## config.mk

```make
export PLATFORM = sky130hd
export DESIGN_NAME = vrts_ctrl
export DESIGN_NICKNAME = d
export VERILOG_FILES = /design/src/pkg/vrts_pkg.sv /design/src/verilog/vrts_ctrl.sv
export VERILOG_INCLUDE_DIRS = /design/src /design/src/pkg
export SDC_FILE = /design/constraint.sdc
export NUM_CORES = 1
export LEC_CHECK = 0
export BUFFER_PORTS_ARGS = -buffer_cell sky130_fd_sc_hd__clkbuf_2
export CAP_MARGIN = 0
export CORE_ASPECT_RATIO = 1.25
export CORE_MARGIN = 10
export CORE_UTILIZATION = 30
export DETAILED_ROUTE_END_ITERATION = 7
export PLACE_DENSITY = 0.56
export SLEW_MARGIN = 0
export SYNTH_ARGS = -nofsm -noshare
export SYNTH_HDL_FRONTEND = slang
export SYNTH_SLANG_ARGS = --single-unit
```

## constraint.sdc

```tcl
create_clock -name clk -period 3.5 [get_ports clk]
set_clock_uncertainty 0.05 [all_clocks]
set_input_delay 0.7 -clock clk [delete_from_list [all_inputs] [get_ports clk]]
set_output_delay 0.7 -clock clk [all_outputs]
set_load 0.01 [all_outputs]
```

## src/pkg/vrts_consts.svh

```systemverilog
`ifndef VRTS_CONSTS_SVH
`define VRTS_CONSTS_SVH

// ----------------------------------------
// register map
// ----------------------------------------
`define VRTS_ADDR_CONTROL 12'h000
`define VRTS_ADDR_STATUS 12'h004

// ----------------------------------------
// control register fields
// ----------------------------------------
`define VRTS_BIT_REF_EN 7
`define VRTS_BIT_READY 6
`define VRTS_BIT_TEMP_EN 5
`define VRTS_BIT_TEMP_RANGE 4
`define VRTS_GAIN_HI 1
`define VRTS_GAIN_LO 0
`define VRTS_WRITE_MASK 8'hb3
`define VRTS_CONTROL_RESET 8'h00

// ----------------------------------------
// timing
// ----------------------------------------
`define VRTS_CLK_MHZ 100
`define VRTS_SETTLE_NS 1000
`define VRTS_SETTLE_CYCLES ((`VRTS_SETTLE_NS * `VRTS_CLK_MHZ + 999) / 1000)
`define VRTS_TEMP_ACQ_US 200
`define VRTS_TEMP_ACQ_CYCLES (`VRTS_TEMP_ACQ_US * `VRTS_CLK_MHZ)

`endif

```

## src/pkg/vrts_pkg.sv

```systemverilog
package vrts_pkg;
  typedef enum logic [1:0] {VRTS_GAIN_OFF, VRTS_GAIN_X1, VRTS_GAIN_X2, VRTS_GAIN_RSVD} vrts_gain_t;
  typedef enum logic [1:0] {VRTS_REF_OFF, VRTS_REF_SETTLING, VRTS_REF_READY} vrts_ref_state_t;
endpackage

```

## src/verilog/vrts_ctrl.sv

```systemverilog
// How it works
// reference runs while control bit 7 is one, off otherwise.
// bit 6 is a read-only ready flag, one when reference is usable.
// after enable, ready stays clear until the settle time elapses, then sets.
// temperature circuit runs while control bit 5 is one.
// bit 4 selects temperature high range when one, low range when zero.
// bits 1:0 pick converter reference gain: off, 1x, 2x, reserved.
// bits 3 and 2 read zero and ignore writes.
// all writable bits clear on any reset.
// temperature output goes to its own dedicated converter channel.
// software waits the acquisition delay before and between temperature conversions.
// ready clears at once when the reference enable is written zero.
`include "vrts_consts.svh"

module vrts_ctrl
(
  // clock and reset
  input wire logic clk,
  input wire logic reset_n,
  input wire logic clk_en,
  // apb slave
  input wire logic psel,
  input wire logic penable,
  input wire logic pwrite,
  input wire logic [11:0] paddr,
  input wire logic [31:0] pwdata,
  output logic [31:0] prdata,
  output logic pready,
  output logic pslverr,
  // analog side
  output logic reference_enable,
  output logic reference_ready,
  output logic temp_sense_enable,
  output logic temp_range_select,
  output logic [1:0] converter_ref_gain,
  output logic gain_x1,
  output logic gain_x2,
  output logic temp_channel_connect
);

  // ----------------------------------------
  // bus decode
  // ----------------------------------------
  logic access;
  logic wr_ctrl;
  logic hit;
  logic [7:0] control;
  vrts_pkg::vrts_ref_state_t ref_state;
  logic [7:0] settle_cnt;
  logic [31:0] next_prdata;

  assign access = psel && !penable;
  assign hit = (paddr == `VRTS_ADDR_CONTROL) || (paddr == `VRTS_ADDR_STATUS);
  assign wr_ctrl = access && pwrite && (paddr == `VRTS_ADDR_CONTROL);

  // pready rises one cycle after setup, answer in the access phase
  always_ff @(posedge clk or negedge reset_n)
  begin
    if (!reset_n)
    begin
      pready <= 1'b0;
      pslverr <= 1'b0;
      prdata <= 32'h0;
    end
    else if (clk_en)
    begin
      pready <= access;
      pslverr <= access && !hit;
      prdata <= next_prdata;
    end
  end

  always_comb
  begin
    next_prdata = 32'h0;
    if (access && !pwrite && hit)
    begin
      next_prdata[7:0] = control & `VRTS_WRITE_MASK;
      next_prdata[`VRTS_BIT_READY] = (ref_state == vrts_pkg::VRTS_REF_READY);
    end
  end

  // ----------------------------------------
  // control register
  // ----------------------------------------
  always_ff @(posedge clk or negedge reset_n)
  begin
    if (!reset_n)
      control <= `VRTS_CONTROL_RESET;
    else if (clk_en && wr_ctrl)
      control <= pwdata[7:0] & `VRTS_WRITE_MASK;
  end

  // ----------------------------------------
  // reference settle tracking
  // ----------------------------------------
  always_ff @(posedge clk or negedge reset_n)
  begin
    if (!reset_n)
    begin
      ref_state <= vrts_pkg::VRTS_REF_OFF;
      settle_cnt <= 8'h00;
    end
    else if (clk_en)
    begin
      if (!control[`VRTS_BIT_REF_EN] || (wr_ctrl && !pwdata[`VRTS_BIT_REF_EN]))
      begin
        ref_state <= vrts_pkg::VRTS_REF_OFF;
        settle_cnt <= 8'h00;
      end
      else
      begin
        unique case (ref_state)
          vrts_pkg::VRTS_REF_OFF:
          begin
            ref_state <= vrts_pkg::VRTS_REF_SETTLING;
            settle_cnt <= 8'h00;
          end
          vrts_pkg::VRTS_REF_SETTLING:
          begin
            if (settle_cnt == 8'(`VRTS_SETTLE_CYCLES - 1))
              ref_state <= vrts_pkg::VRTS_REF_READY;
            else
              settle_cnt <= settle_cnt + 8'h01;
          end
          vrts_pkg::VRTS_REF_READY:
            ref_state <= vrts_pkg::VRTS_REF_READY;
          default:
            ref_state <= vrts_pkg::VRTS_REF_OFF;
        endcase
      end
    end
  end

  // ----------------------------------------
  // analog controls
  // ----------------------------------------
  always_ff @(posedge clk or negedge reset_n)
  begin
    if (!reset_n)
    begin
      reference_enable <= 1'b0;
      reference_ready <= 1'b0;
      temp_sense_enable <= 1'b0;
      temp_range_select <= 1'b0;
      converter_ref_gain <= 2'h0;
      gain_x1 <= 1'b0;
      gain_x2 <= 1'b0;
      temp_channel_connect <= 1'b0;
    end
    else if (clk_en)
    begin
      reference_enable <= control[`VRTS_BIT_REF_EN];
      reference_ready <= (ref_state == vrts_pkg::VRTS_REF_READY) && control[`VRTS_BIT_REF_EN];
      temp_sense_enable <= control[`VRTS_BIT_TEMP_EN];
      temp_range_select <= control[`VRTS_BIT_TEMP_RANGE];
      converter_ref_gain <= control[`VRTS_GAIN_HI:`VRTS_GAIN_LO];
      gain_x1 <= control[`VRTS_GAIN_HI:`VRTS_GAIN_LO] == 2'(vrts_pkg::VRTS_GAIN_X1);
      gain_x2 <= control[`VRTS_GAIN_HI:`VRTS_GAIN_LO] == 2'(vrts_pkg::VRTS_GAIN_X2);
      temp_channel_connect <= control[`VRTS_BIT_TEMP_EN];
    end
  end

  // ----------------------------------------
  // check helpers
  // ----------------------------------------
  // enabled cycles the reference has been held on, saturating
  logic [7:0] on_cnt;

  always_ff @(posedge clk or negedge reset_n)
  begin
    if (!reset_n)
      on_cnt <= 8'h00;
    else if (clk_en)
    begin
      if (!control[`VRTS_BIT_REF_EN] || (wr_ctrl && !pwdata[`VRTS_BIT_REF_EN]))
        on_cnt <= 8'h00;
      else if (on_cnt != 8'hff)
        on_cnt <= on_cnt + 8'h01;
    end
  end

  // ----------------------------------------
  // checks
  // ----------------------------------------
  AST_REF_FOLLOWS: assert property (@(posedge clk) disable iff (!reset_n)
    clk_en |=> reference_enable == $past(control[`VRTS_BIT_REF_EN])) else $error("reference enable mismatch");
  AST_READY_NEEDS_EN: assert property (@(posedge clk) disable iff (!reset_n)
    reference_ready |-> reference_enable) else $error("ready while reference off");
  AST_SETTLE_DELAY: assert property (@(posedge clk) disable iff (!reset_n)
    $rose(control[`VRTS_BIT_REF_EN]) |-> !reference_ready [*8]) else $error("ready too early");
  AST_SETTLE_DONE: assert property (@(posedge clk) disable iff (!reset_n)
    on_cnt >= 8'(`VRTS_SETTLE_CYCLES + 2) |-> reference_ready) else $error("ready never set");
  AST_READY_RISE: assert property (@(posedge clk) disable iff (!reset_n)
    $rose(reference_ready) |-> on_cnt == 8'(`VRTS_SETTLE_CYCLES + 2)) else $error("ready rose at wrong time");
  AST_TEMP_EN: assert property (@(posedge clk) disable iff (!reset_n)
    clk_en |=> temp_sense_enable == $past(control[`VRTS_BIT_TEMP_EN])) else $error("temp enable mismatch");
  AST_RANGE: assert property (@(posedge clk) disable iff (!reset_n)
    clk_en |=> temp_range_select == $past(control[`VRTS_BIT_TEMP_RANGE])) else $error("range mismatch");
  AST_GAIN_ONEHOT: assert property (@(posedge clk) disable iff (!reset_n)
    gain_x1 == (converter_ref_gain == 2'h1) && gain_x2 == (converter_ref_gain == 2'h2)) else $error("gain decode wrong");
  AST_UNUSED_ZERO: assert property (@(posedge clk) disable iff (!reset_n)
    control[3:2] == 2'h0) else $error("unused bits set");
  AST_READY_DROP: assert property (@(posedge clk) disable iff (!reset_n)
    (clk_en && wr_ctrl && !pwdata[`VRTS_BIT_REF_EN]) |=> ref_state == vrts_pkg::VRTS_REF_OFF)
    else $error("ready not cleared");
  AST_CHANNEL: assert property (@(posedge clk) disable iff (!reset_n)
    temp_channel_connect == temp_sense_enable) else $error("channel routing mismatch");
  AST_READ_UNUSED: assert property (@(posedge clk) disable iff (!reset_n)
    pready |-> prdata[31:8] == 24'h0 && prdata[3:2] == 2'h0) else $error("unused read bits set");
  AST_READ_READY: assert property (@(posedge clk) disable iff (!reset_n)
    pready && !pwrite && !pslverr |-> prdata[6] == reference_ready) else $error("ready flag read mismatch");
  AST_READY_LOW_DIS: assert property (@(posedge clk) disable iff (!reset_n)
    (clk_en && wr_ctrl && !pwdata[`VRTS_BIT_REF_EN]) ##1 clk_en |=> !reference_ready)
    else $error("ready output not dropped");

  COV_READY: cover property (@(posedge clk) disable iff (!reset_n) $rose(reference_ready));
  COV_TEMP_HIGH: cover property (@(posedge clk) disable iff (!reset_n) temp_sense_enable && temp_range_select);
  COV_GAIN_X2: cover property (@(posedge clk) disable iff (!reset_n) gain_x2);
  COV_BAD_ADDR: cover property (@(posedge clk) disable iff (!reset_n) pslverr && pready);
  COV_FROZEN: cover property (@(posedge clk) disable iff (!reset_n) !clk_en && ref_state == vrts_pkg::VRTS_REF_SETTLING);

endmodule

```

# Word-level counts from Yosys, hierarchy flattened
# Index checks and enable logic that the tools add are counted.
# word_totals
ff_bits,33
input_bits,50
output_inout_bits,43
wordCells,50
# op_classes
addsub,1
eq_ne,8
muxes,7
reduce_logical,21
# op_table
operator,count
8-bit two-way mux,3
8-bit case mux with 2 select lines,1
"12-bit by 3-bit == test with 1-bit output, second input constant",1
12-bit zero test,1
1-bit logical AND,9
"8-bit by 1-bit adder with 8-bit output, second input constant",1
"8-bit by 7-bit == test with 1-bit output, second input constant",1
"3-bit inequality test, second input constant",2
2-bit case mux with 3 select lines,1
1-bit zero test,5
"2-bit by 1-bit == test with 1-bit output, second input constant",2
"2-bit == test, second input constant",2
2-bit two-way mux,2
3-bit AND reduction,1
3-bit nonzero test,1
2-bit zero test,1
1-bit logical OR,2
2-bit AND reduction,1

# Longest topological paths before layout
# Gate-level depths: netlist (run 1).
# logic_depth
ltp_word,8
ltp_mapped,6

# Worst setup path after synthesis (run 1)
# Ideal clock, no wire load.
# synth_path
path_kind,input-to-reg
from,input paddr[9]
to,register ref_state[1]
setup_ns,0.131
t_arrival_ns,1.705
t_required_ns,3.319
slack_ns,1.615
path_stages,4
path_buffers,0
cell_sequence,nor4_4 nand4_2 a41oi_2 o22ai_1
# synth_between
elab_chain_len,6
elab_cells_between_ends,7
cone_classes,1 x eq/ne; 1 x mux; 5 x reduce/logical
# synth_lines
item,line,source
start: declaration,vrts_ctrl.sv:25,"input wire logic [11:0] paddr,"
12-bit zero test (no source line) (*),-,
1-bit logical AND (*),vrts_ctrl.sv:54,assign wr_ctrl = access && pwrite && (paddr == `VRTS_ADDR_CONTROL);
1-bit logical AND (*),-,
1-bit logical OR (*),-,
3-bit inequality test (no source line),-,
2-bit AND reduction (no source line),-,
end signal: assignment,vrts_ctrl.sv:101,ref_state <= vrts_pkg::VRTS_REF_OFF;
end signal: assignment,vrts_ctrl.sv:108,ref_state <= vrts_pkg::VRTS_REF_OFF;
end signal: assignment,vrts_ctrl.sv:116,ref_state <= vrts_pkg::VRTS_REF_SETTLING;
end: declaration,vrts_ctrl.sv:48,vrts_pkg::vrts_ref_state_t ref_state;
# Mark *: on every way between the ends. The rest lies on a longest branch, timed or not.
# A chain may end at the register's enable or synchronous reset.

# Final worst setup path (run 1)
# Ends and elaborated chain as after synthesis.

==> results by group, run 1 <==
CTS
  – # hold bufs at CTS: 0
  – H-tree levels: 2
  – Clk sink count: 31
  – CTS tree: done
  – Worst skew pair latency: 280 ps
  – Post-CTS sizing: 0
  – Worst-path clk slew: 70 ps
  – Number of CTS-inserted buffers: 5
  – Setup bufs post-CTS: 0
  – Max clock buf depth: 2
  – Root buf cell: clkbuf_8

Worst setup path
  – CP endpoint: ref_state[1]
  – Worst R2R End: settle_cnt[7]
  – Worst Setup End Kind: flop
  – CP arrival: 1980 ps
  – Reg2Reg Launch Point: ref_state[1]
  – FF-to-FF path depth: 6
  – CP required: 3610 ps
  – R2r setup slk: 1660 ps
  – WS Path Type: in -> reg
  – Max FO, Critical Path: 9
  – Startpoint Class: input pin
  – Crit. Startpoint: paddr[9]

STA
  – Final Slew Violations: 0
  – Setup violators final: 0
  – Final hold vios: 0
  – Fin Setup TNS: 0 ps
  – Peak Freq: 0.534 GHz
  – RSZ-0062 raised after global routing: no
  – Hold Worst Slack: 423 ps
  – Worst-Margin Slew: 756 ps
  – Min setup slack post-route: 1630 ps
  – Fin crit period: 1870 ps
  – Slew headroom: 49.6%
  – Final period util: 53.5%

Logic synthesis
  – Ys Warns: 0
  – #FFs+latches synth: 31
  – Seq/Total Area, Yosys: 41.8%
  – Gate Count Post-Synth: 166
  – Syn Std Cell Area: 1860 µm²
  – Post-synth EDFFs: 0
  – Post-synthesis cell type count: 51
  – Main synth FF type: dfrtp_1
  – Post-synth ARST share: 100%
  – Mean post-synth cell area: 11.2 µm²

Pwr
  – Leakage: 0.00103 µW
  – Internal power: 609 µW
  – Switching share of power: 22.9%
  – P_sw: 181 µW
  – Combinational group share of total power: 7.8%
  – Clock power share: 46.5%
  – PD cells: 369 nW/µm²
  – Sequential fraction of design power: 45.7%
  – Worst vdd ir: 0.198 mV

Floorplanning
  – Die ar.: 9760 µm²
  – Starting Density: 30.5%
  – Std-Cell Rows: 32
  – Die Width: 90.4 µm
  – Die span in y: 108 µm
  – Core area: 6090 µm²
  – I/O pin cnt: 93

Finish
  – Share of cells above drive strength 1: 37.0%
  – Ant. Diodes: 0
  – Nets: 262
  – Util after Layout: 35.1%
  – Synthesis-to-finish area growth: 15.1%

GRT
  – Global Route Usage Sum: 8.35%
  – Largest net degree at the start of global routing: 32
  – Vias in the first global route: 1395
  – Global-route wire length before repair: 6750 µm
  – GR Overflow Total: 0
  – Initial antenna violation count: 0

Min path
  – Min-Delay Path Class: in -> async

Placed design
  – Gpl congestion: 0.753
  – HPWL after DPL: 3190 µm
  – Port Buf Inserts: 39
  – Post-Place Setup Slack: 1320 ps

Routing
  – Routed WL per cell: 13.8 µm
  – Antenna Violating Nets Remaining: 0
  – Total wire length: 4030 µm
  – Iter 0 DRT Violations: 52
  – Pre-Repair DR Iteration Count: 4
  – Vias post-DR: 1319
  – DRC: 0
  – Mean number of vias per cell: 4.50

Flow run
  – # Max-Cap Violations: 0

Outcome
  – Status: completed
[logic make-up after synthesis]
family / count (synthesis) / share of synthesized area [%]
and+or+nand+nor: 48 / 20.2
buffers and inverters: 41 / 15.0
DFF: 31 / 41.8
AOI/OAI and AO/OA: 27 / 11.9
muxes: 11 / 6.60
adders and majority gates: 5 / 3.37
xor gates and xnor gates: 2 / 0.944
other: 1 / 0.202
[synthesized netlist by cell type, drive strengths merged, types with 4 or more instances]
| cell | n | area [µm²] |
|---|---|---|
| a21oi | 4 | 23.8 |
| a22o | 6 | 53.8 |
| buf | 30 | 236 |
| dfrtp | 31 | 776 |
| ha | 5 | 62.6 |
| inv | 10 | 37.5 |
| mux2 | 10 | 113 |
| nand2 | 7 | 26.3 |
| nand3 | 8 | 45.0 |
| nand4 | 4 | 37.5 |
| nor4 | 5 | 76.3 |
| o21ai | 5 | 25.0 |
[cell usage in the layout, fill, tap and decap left out, types with 2 or more instances in the layout]
master	instances
ha_1	5
o22ai_1	2
a22o_1	5
nand4_1	2
a21oi_1	3
clkbuf_8	6
nand3_1	7
clkbuf_2	39
mux2_2	10
nor4_4	3
nor2_1	3
o221ai_1	2
inv_1	10
nand2b_1	2
o21ai_0	5
nor3_1	2
nor4_1	2
nand3b_1	3
nand2_1	7
nand4_2	2
conb_1	26
dfrtp_1	31
[registers in the layout, indices dropped and copies added, names as in the netlist, 2 cells and up]
| signal | count |
|---|---|
| converter_ref_gain | 2 |
| control | 5 |
| ref_state | 2 |
| settle_cnt | 8 |
| prdata | 6 |
[worst min path at each step]
stage                         end  depth (start not counted)
finish              settle_cnt[7]                          1
global placement          pslverr                          1
global route              pslverr                          1
detailed placement        pslverr                          1
floorplan              control[0]                          0
CTS                       pslverr                          1
[per-stage QoR]
stage | cells | power, µW | instance area [µm²]
finish | 293 | 789 | 2140
CTS | 293 | 799 | 2140
floorplan | 191 | 423 | 1950
global route | 293 | 825 | 2140
detailed placement | 285 | 429 | 2020
global placement | 285 | 429 | 2020
[critical path, cell delays in order]
cell and delay [ps]:
clkbuf_2 100, nor4_4 400, nand4_2 360, a41oi_2 310
o22ai_1 110
[layout make-up]
cell class | count | area [µm²]
sequential | 31 | 776
timing repair buffer | 40 | 203
clock inverter | 2 | 35.0
inverter | 10 | 37.5
clock buffer | 6 | 82.6
tap | 85 | 106
fill | 668 | 3950
multi-input combinational | 119 | 897
[power by group through the flow]
stage	logic [µW]	registers, µW	clock network [µW]
after global placement	60.8	368	0
after detailed placement	61.1	368	0
after global routing	69.0	361	395
final	61.2	361	367
after floorplan	53.9	369	0
after CTS	61.3	361	377
[layer usage]
metal / global-route usage (%) / routed length (µm)
met4: 3.42 / 79
met2: 14.0 / 2110
met1: 8.91 / 1500
met5: 0 / 0
met3: 4.02 / 345
Note: power is estimated with default switching activity, not from simulation.
==> run 2: changes to the inputs <==
==> constraint.sdc (replaced) <==
create_clock -name clk -period 1.9 [get_ports clk]
set_clock_uncertainty 0.05 [all_clocks]
set_input_delay 0.38 -clock clk [delete_from_list [all_inputs] [get_ports clk]]
set_output_delay 0.38 -clock clk [all_outputs]
set_load 0.01 [all_outputs]
==> results by group, run 2 (synthesis gave the netlist of run 1 again) <==
Outcome
  – Status: completed (unchanged)

Finish
  – Commonest non-fill, non-tap cells in the layout: clkbuf_2, dfrtp_1, conb_1 (unchanged)
  – Share of cells above drive strength 1: 38.7% (was 37.0%)
  – Design Area, Final: 2160 µm² (was 2140 µm²)
  – Nets: 267 (was 262)
  – Synthesis-to-finish area growth: 16.3% (was 15.1%)
  – Max reg flops: 8 (unchanged)
  – Largest regs: settle_cnt (8), prdata (6), control (5) (unchanged)
  – Commonest non-fill, non-tap cell in the layout: clkbuf_2 (unchanged)
  – Top reg by flops: settle_cnt (unchanged)
  – Ant. Diodes: 0 (unchanged)

STA
  – RSZ-0062 raised after global routing: no (unchanged)
  – Final Slew Violations: 0 (unchanged)
  – Final hold vios: 0 (unchanged)
  – Peak Freq: 0.563 GHz
  – Fin crit period: 1770 ps
  – Fin Setup TNS: 0 ps (unchanged)
  – Setup violators final: 0 (unchanged)
  – Final period util: 93.4%

CTS
  – H-tree levels: 2 (unchanged)
  – Setup bufs post-CTS: 0 (unchanged)
  – CTS tree: done (unchanged)
  – Worst skew pair latency: 270 ps (was 280 ps)
  – Clk sink count: 31 (unchanged)
  – Max clock buf depth: 2 (unchanged)
  – # hold bufs at CTS: 0 (unchanged)
  – Post-CTS sizing: 0 (unchanged)
  – Number of CTS-inserted buffers: 5 (unchanged)
  – Root buf cell: clkbuf_8 (unchanged)
  – Worst-path clk slew: 60 ps (was 70 ps)

Worst setup path
  – CP required: 2060 ps (was 3610 ps)
  – Worst Setup End Kind: flop (unchanged)
  – WS Path Type: reg -> reg (was in -> reg)
  – CP Buf/Inv Count: 1 (unchanged)
  – Startpoint Class: flop (was input pin)
  – CP cell instances: inv_1, ha_2, nor3b_4, nand2b_4, or4_4, a21oi_2 (was clkbuf_2, nor4_4, nand4_2, a41oi_2, o22ai_1)
  – Max FO, Critical Path: 6 (was 9)
  – CP delay by family, top: simple AND/OR/NAND/NOR gates (unchanged)
  – CP max-delay cell: or4_4 (was nor4_4)
  – CP arrival: 1930 ps (was 1980 ps)
  – Largest stage delay on the critical path: 520 ps (was 400 ps)
  – R2r setup slk: 130 ps (was 1660 ps)

Pwr
  – PD cells: 600 nW/µm² (was 369 nW/µm²)
  – Leakage: 0.00104 µW (was 0.00103 µW)
  – Combinational group share of total power: 9.3% (was 7.8%)
  – Sequential fraction of design power: 51.4% (was 45.7%)
  – P_sw: 308 µW (was 181 µW)
  – Clock power share: 39.3% (was 46.5%)
  – Internal power: 987 µW (was 609 µW)
  – Switching share of power: 23.8% (was 22.9%)
  – Worst vdd ir: 0.439 mV (was 0.198 mV)

GRT
  – Global-route wire length before repair: 6560 µm (was 6750 µm)
  – Global Route Usage Sum: 8.09% (was 8.35%)
  – Largest net degree at the start of global routing: 32 (unchanged)
  – Vias in the first global route: 1347 (was 1395)
  – Initial antenna violation count: 0 (unchanged)
  – GR Overflow Total: 0 (unchanged)

Floorplanning
  – Std-Cell Rows: 32 (unchanged)
  – Die span in y: 108 µm (unchanged)
  – Die Width: 90.4 µm (unchanged)
  – Starting Density: 30.5% (unchanged)
  – I/O pin cnt: 93 (unchanged)
  – Die ar.: 9760 µm² (unchanged)
  – Core area: 6090 µm² (unchanged)

Placed design
  – Gpl congestion: 0.813 (was 0.753)
  – Dpl cell area: 2070 µm² (was 2020 µm²)
  – HPWL after DPL: 3200 µm (was 3190 µm)
  – Port Buf Inserts: 39 (unchanged)

Routing
  – Routed WL per cell: 13.4 µm (was 13.8 µm)
  – Mean number of vias per cell: 4.40 (was 4.50)
  – Total wire length: 3980 µm (was 4030 µm)
  – DRC: 0 (unchanged)
  – Iter 0 DRT Violations: 68 (was 52)
  – Pre-Repair DR Iteration Count: 4 (unchanged)
  – Antenna Violating Nets Remaining: 0 (unchanged)
  – Vias post-DR: 1308 (was 1319)

Min path
  – Min-Delay Path Class: in -> async (unchanged)

Flow run
  – # Max-Cap Violations: 0 (unchanged)
[run 2: cell types whose count changed in the layout (fill, tap and decap cells not counted), sizes merged]
cell	previous run	this run
bufinv	1	0
buf	1	6
[run 2: final cells by class]
class,instances,area (µm²)
fillers,645,3930
flip-flops and latches,31,776
well taps,85,106
inverters,10,37.5
clock buffers,6,82.6
multi-input cells,119,900
repair buffers,45,253
clock inverters,1,5.00
[run 2: metrics by stage]
step                utilization (%)  worst slack (ps)  hold slack [ps]  std cells  total power, µW
finish                         35.5               125             8.75        297             1290
global route                   35.5              58.2             18.1        297             1360
global placement               34.0              91.6              316        290              797
CTS                            35.4              58.1             9.46        297             1320
floorplan                         -               195             34.4        191              779
detailed placement             34.0              74.1              304        290              798
[run 2: path summary, 6_finish.rpt]
| path | startpoint | endpoint | cells past startpoint |
|---|---|---|---|
| worst min-delay path | reset_n | settle_cnt[5] | 2 |
| max in group asynchronous | reset_n | settle_cnt[1] | 2 |
| min in group clk | pwdata[5] | control[5] | 2 |
| worst max-delay path | ref_state[1] | settle_cnt[7] | 6 |
| worst max register to register | ref_state[1] | settle_cnt[7] | 6 |
| worst min register to register | pslverr | pslverr | 1 |
[run 2: power by group through the flow]
stage          registers [µW]  logic, µW  clock network (µW)
6_report                  666        120                 509
5_1_grt                   665        135                 563
4_1_cts                   666        121                 537
3_5_place_dp              678        120                   0
3_3_place_gp              677        120                   0
2_1_floorplan             679       99.3                   0
[run 2: routing by layer]
| layer | up-vias | global-route usage, % | part of all wire, % |
|---|---|---|---|
| met3 | 4 | 3.88 | 8.4 |
| met5 | - | 0 | 0 |
| met1 | 633 | 8.32 | 37 |
| met2 | 40 | 13.9 | 53 |
| met4 | 0 | 3.42 | 1.2 |
| li1 | 631 | - | - |
==> run 3: changes to the inputs <==
--- a/config.mk
+++ b/config.mk
@@ -8,11 +8,13 @@
 export LEC_CHECK = 0
 export BUFFER_PORTS_ARGS = -buffer_cell sky130_fd_sc_hd__clkbuf_2
 export CAP_MARGIN = 0
+export CELL_PAD_IN_SITES_DETAIL_PLACEMENT = 1
+export CELL_PAD_IN_SITES_GLOBAL_PLACEMENT = 1
 export CORE_ASPECT_RATIO = 1.25
 export CORE_MARGIN = 10
 export CORE_UTILIZATION = 30
 export DETAILED_ROUTE_END_ITERATION = 7
-export PLACE_DENSITY = 0.56
+export PLACE_DENSITY = 0.72
 export SLEW_MARGIN = 0
 export SYNTH_ARGS = -nofsm -noshare
 export SYNTH_HDL_FRONTEND = slang
==> results by group, run 3 (synthesis gave the netlist of run 1 again) <==
Worst setup path
  – Largest stage delay on the critical path: 410 ps (was 520 ps)
  – Max FO, Critical Path: 5 (was 6)
  – CP cell instances: ha_1, and4b_1, and3_1, or3b_1, a21oi_1 (was inv_1, ha_2, nor3b_4, nand2b_4, or4_4, a21oi_2)
  – CP required: 2060 ps (about the same)
  – Startpoint Class: flop (unchanged)
  – Worst Setup End Kind: flop (unchanged)
  – CP delay by family, top: simple AND/OR/NAND/NOR gates (unchanged)
  – CP max-delay cell: dfrtp_1 (was or4_4)
  – WS Path Type: reg -> reg (unchanged)
  – CP arrival: 1960 ps (was 1930 ps)
  – CP Buf/Inv Count: 0 (was 1)

Pwr
  – PD cells: 607 nW/µm² (was 600 nW/µm²)
  – Internal power: 957 µW (was 987 µW)
  – Worst vdd ir: 0.328 mV (was 0.439 mV)
  – Clock power share: 39.8% (was 39.3%)
  – Combinational group share of total power: 9.0% (was 9.3%)
  – Leakage: 0.00103 µW (was 0.00104 µW)
  – Sequential fraction of design power: 51.2% (was 51.4%)
  – Switching share of power: 26.4% (was 23.8%)
  – P_sw: 343 µW (was 308 µW)

Placed design
  – Port Buf Inserts: 39 (unchanged)
  – HPWL after DPL: 3500 µm (was 3200 µm)
  – Placed cell count: 290 (unchanged)
  – Gpl congestion: 0.805 (was 0.813)

Floorplanning
  – Die ar.: 9760 µm² (unchanged)
  – Die Width: 90.4 µm (unchanged)
  – Starting Density: 30.5% (unchanged)
  – Core area: 6090 µm² (unchanged)
  – Die span in y: 108 µm (unchanged)
  – Std-Cell Rows: 32 (unchanged)
  – I/O pin cnt: 93 (unchanged)

Finish
  – Top reg by flops: settle_cnt (unchanged)
  – Fillers: 742 (was 645)
  – Share of cells above drive strength 1: 38.0% (was 38.7%)
  – Ant. Diodes: 0 (unchanged)
  – Register area: 776 µm² (unchanged)
  – Commonest non-fill, non-tap cell in the layout: clkbuf_2 (unchanged)
  – Commonest non-fill, non-tap cells in the layout: clkbuf_2, dfrtp_1, conb_1 (unchanged)
  – Synthesis-to-finish area growth: 15.3% (was 16.3%)
  – Largest regs: settle_cnt (8), prdata (6), control (5) (unchanged)
  – Nets: 267 (unchanged)
  – Final Instance Count excl. Fillers: 298 (was 297)
  – Area of the multi-input gates: 900 µm² (unchanged)
  – Max reg flops: 8 (unchanged)

STA
  – Fin crit period: 1800 ps (was 1770 ps)
  – Peak Freq: 0.555 GHz (was 0.563 GHz)
  – Final hold vios: 0 (unchanged)
  – Fin Setup TNS: 0 ps (unchanged)
  – RSZ-0062 raised after global routing: no (unchanged)
  – Final Slew Violations: 0 (unchanged)
  – Final period util: 94.7% (was 93.4%)
  – Setup violators final: 0 (unchanged)

CTS
  – Post-CTS sizing: 0 (unchanged)
  – Worst-path clk slew: 70 ps (was 60 ps)
  – Max clock buf depth: 2 (unchanged)
  – Clk sink count: 31 (unchanged)
  – Number of CTS-inserted buffers: 5 (unchanged)
  – # hold bufs at CTS: 0 (unchanged)
  – CTS tree: done (unchanged)
  – H-tree levels: 2 (unchanged)
  – Setup bufs post-CTS: 0 (unchanged)
  – Worst skew pair latency: 290 ps (was 270 ps)
  – Root buf cell: clkbuf_8 (unchanged)

Routing
  – Routed WL per cell: 15.1 µm (was 13.4 µm)
  – Mean number of vias per cell: 4.50 (was 4.40)
  – Vias post-DR: 1340 (was 1308)
  – Iter 0 DRT Violations: 53 (was 68)
  – DRC: 0 (unchanged)
  – Pre-Repair DR Iteration Count: 4 (unchanged)
  – Antenna Violating Nets Remaining: 0 (unchanged)
  – Total wire length: 4510 µm (was 3980 µm)

GRT
  – Global Route Usage Sum: 9.24% (was 8.09%)
  – Global-route wire length before repair: 7350 µm (was 6560 µm)
  – Initial antenna violation count: 0 (unchanged)
  – GR Overflow Total: 0 (unchanged)
  – Vias in the first global route: 1478 (was 1347)
  – Largest net degree at the start of global routing: 32 (unchanged)

Min path
  – Min-Delay Path Class: in -> async (unchanged)

Outcome
  – Status: completed (unchanged)

Flow run
  – # Max-Cap Violations: 0 (unchanged)
[run 3: changes by cell type in the layout (fill, tap and decap cells not counted), sizes merged]
cell,before,now
clkbuf,45,46
[run 3: area by class of cell]
type / instances / share of cell area (%)
Timing Repair Buffer: 45 / 11.2
Multi-Input combinational cell: 119 / 42.0
Inverter: 10 / 1.75
Sequential cell: 31 / 36.2
Clock buffer: 7 / 3.57
Tap cell: 85 / 4.97
Clock inverter: 1 / 0.234
[run 3: layer usage]
layer | track usage, % | wire length [µm] | vias to the layer above
li1 | - | - | 632
met1 | 9.65 | 1760 | 661
met4 | 3.42 | 65 | 0
met2 | 16.3 | 2340 | 38
met5 | 0 | 0 | -
met3 | 3.95 | 339 | 9
[run 3: through the flow]
stage	instance area [µm²]	setup slack (ps)	total power (µW)	hold slack [ps]	utilization (%)
finish	2140	99.8	1300	46.9	35.2
global route	2140	10.7	1360	74.4	35.2
CTS	2140	30.8	1320	67.2	35.1
detailed placement	2060	24.4	795	377	33.8
global placement	2060	66.7	793	374	33.8
floorplan	1950	195	779	34.4	-
[run 3: final timing paths]
kind	cells after the start	from	slack, ps	to
worst max-delay path	5	settle_cnt[0]	100	settle_cnt[1]
worst min-delay path	2	reset_n	50	settle_cnt[0]
worst max register to register	5	settle_cnt[0]	100	settle_cnt[1]
worst min register to register	1	pslverr	430	pslverr
max in group asynchronous	2	reset_n	1450	ref_state[1]
min in group clk	2	pwdata[5]	270	control[5]
[run 3: power by group through the flow]
stage | logic [µW] | clock network [µW] | registers [µW]
3_3_place_gp | 115 | 0 | 677
2_1_floorplan | 99.3 | 0 | 679
5_1_grt | 133 | 564 | 665
3_5_place_dp | 117 | 0 | 678
6_report | 118 | 517 | 665
4_1_cts | 118 | 536 | 665
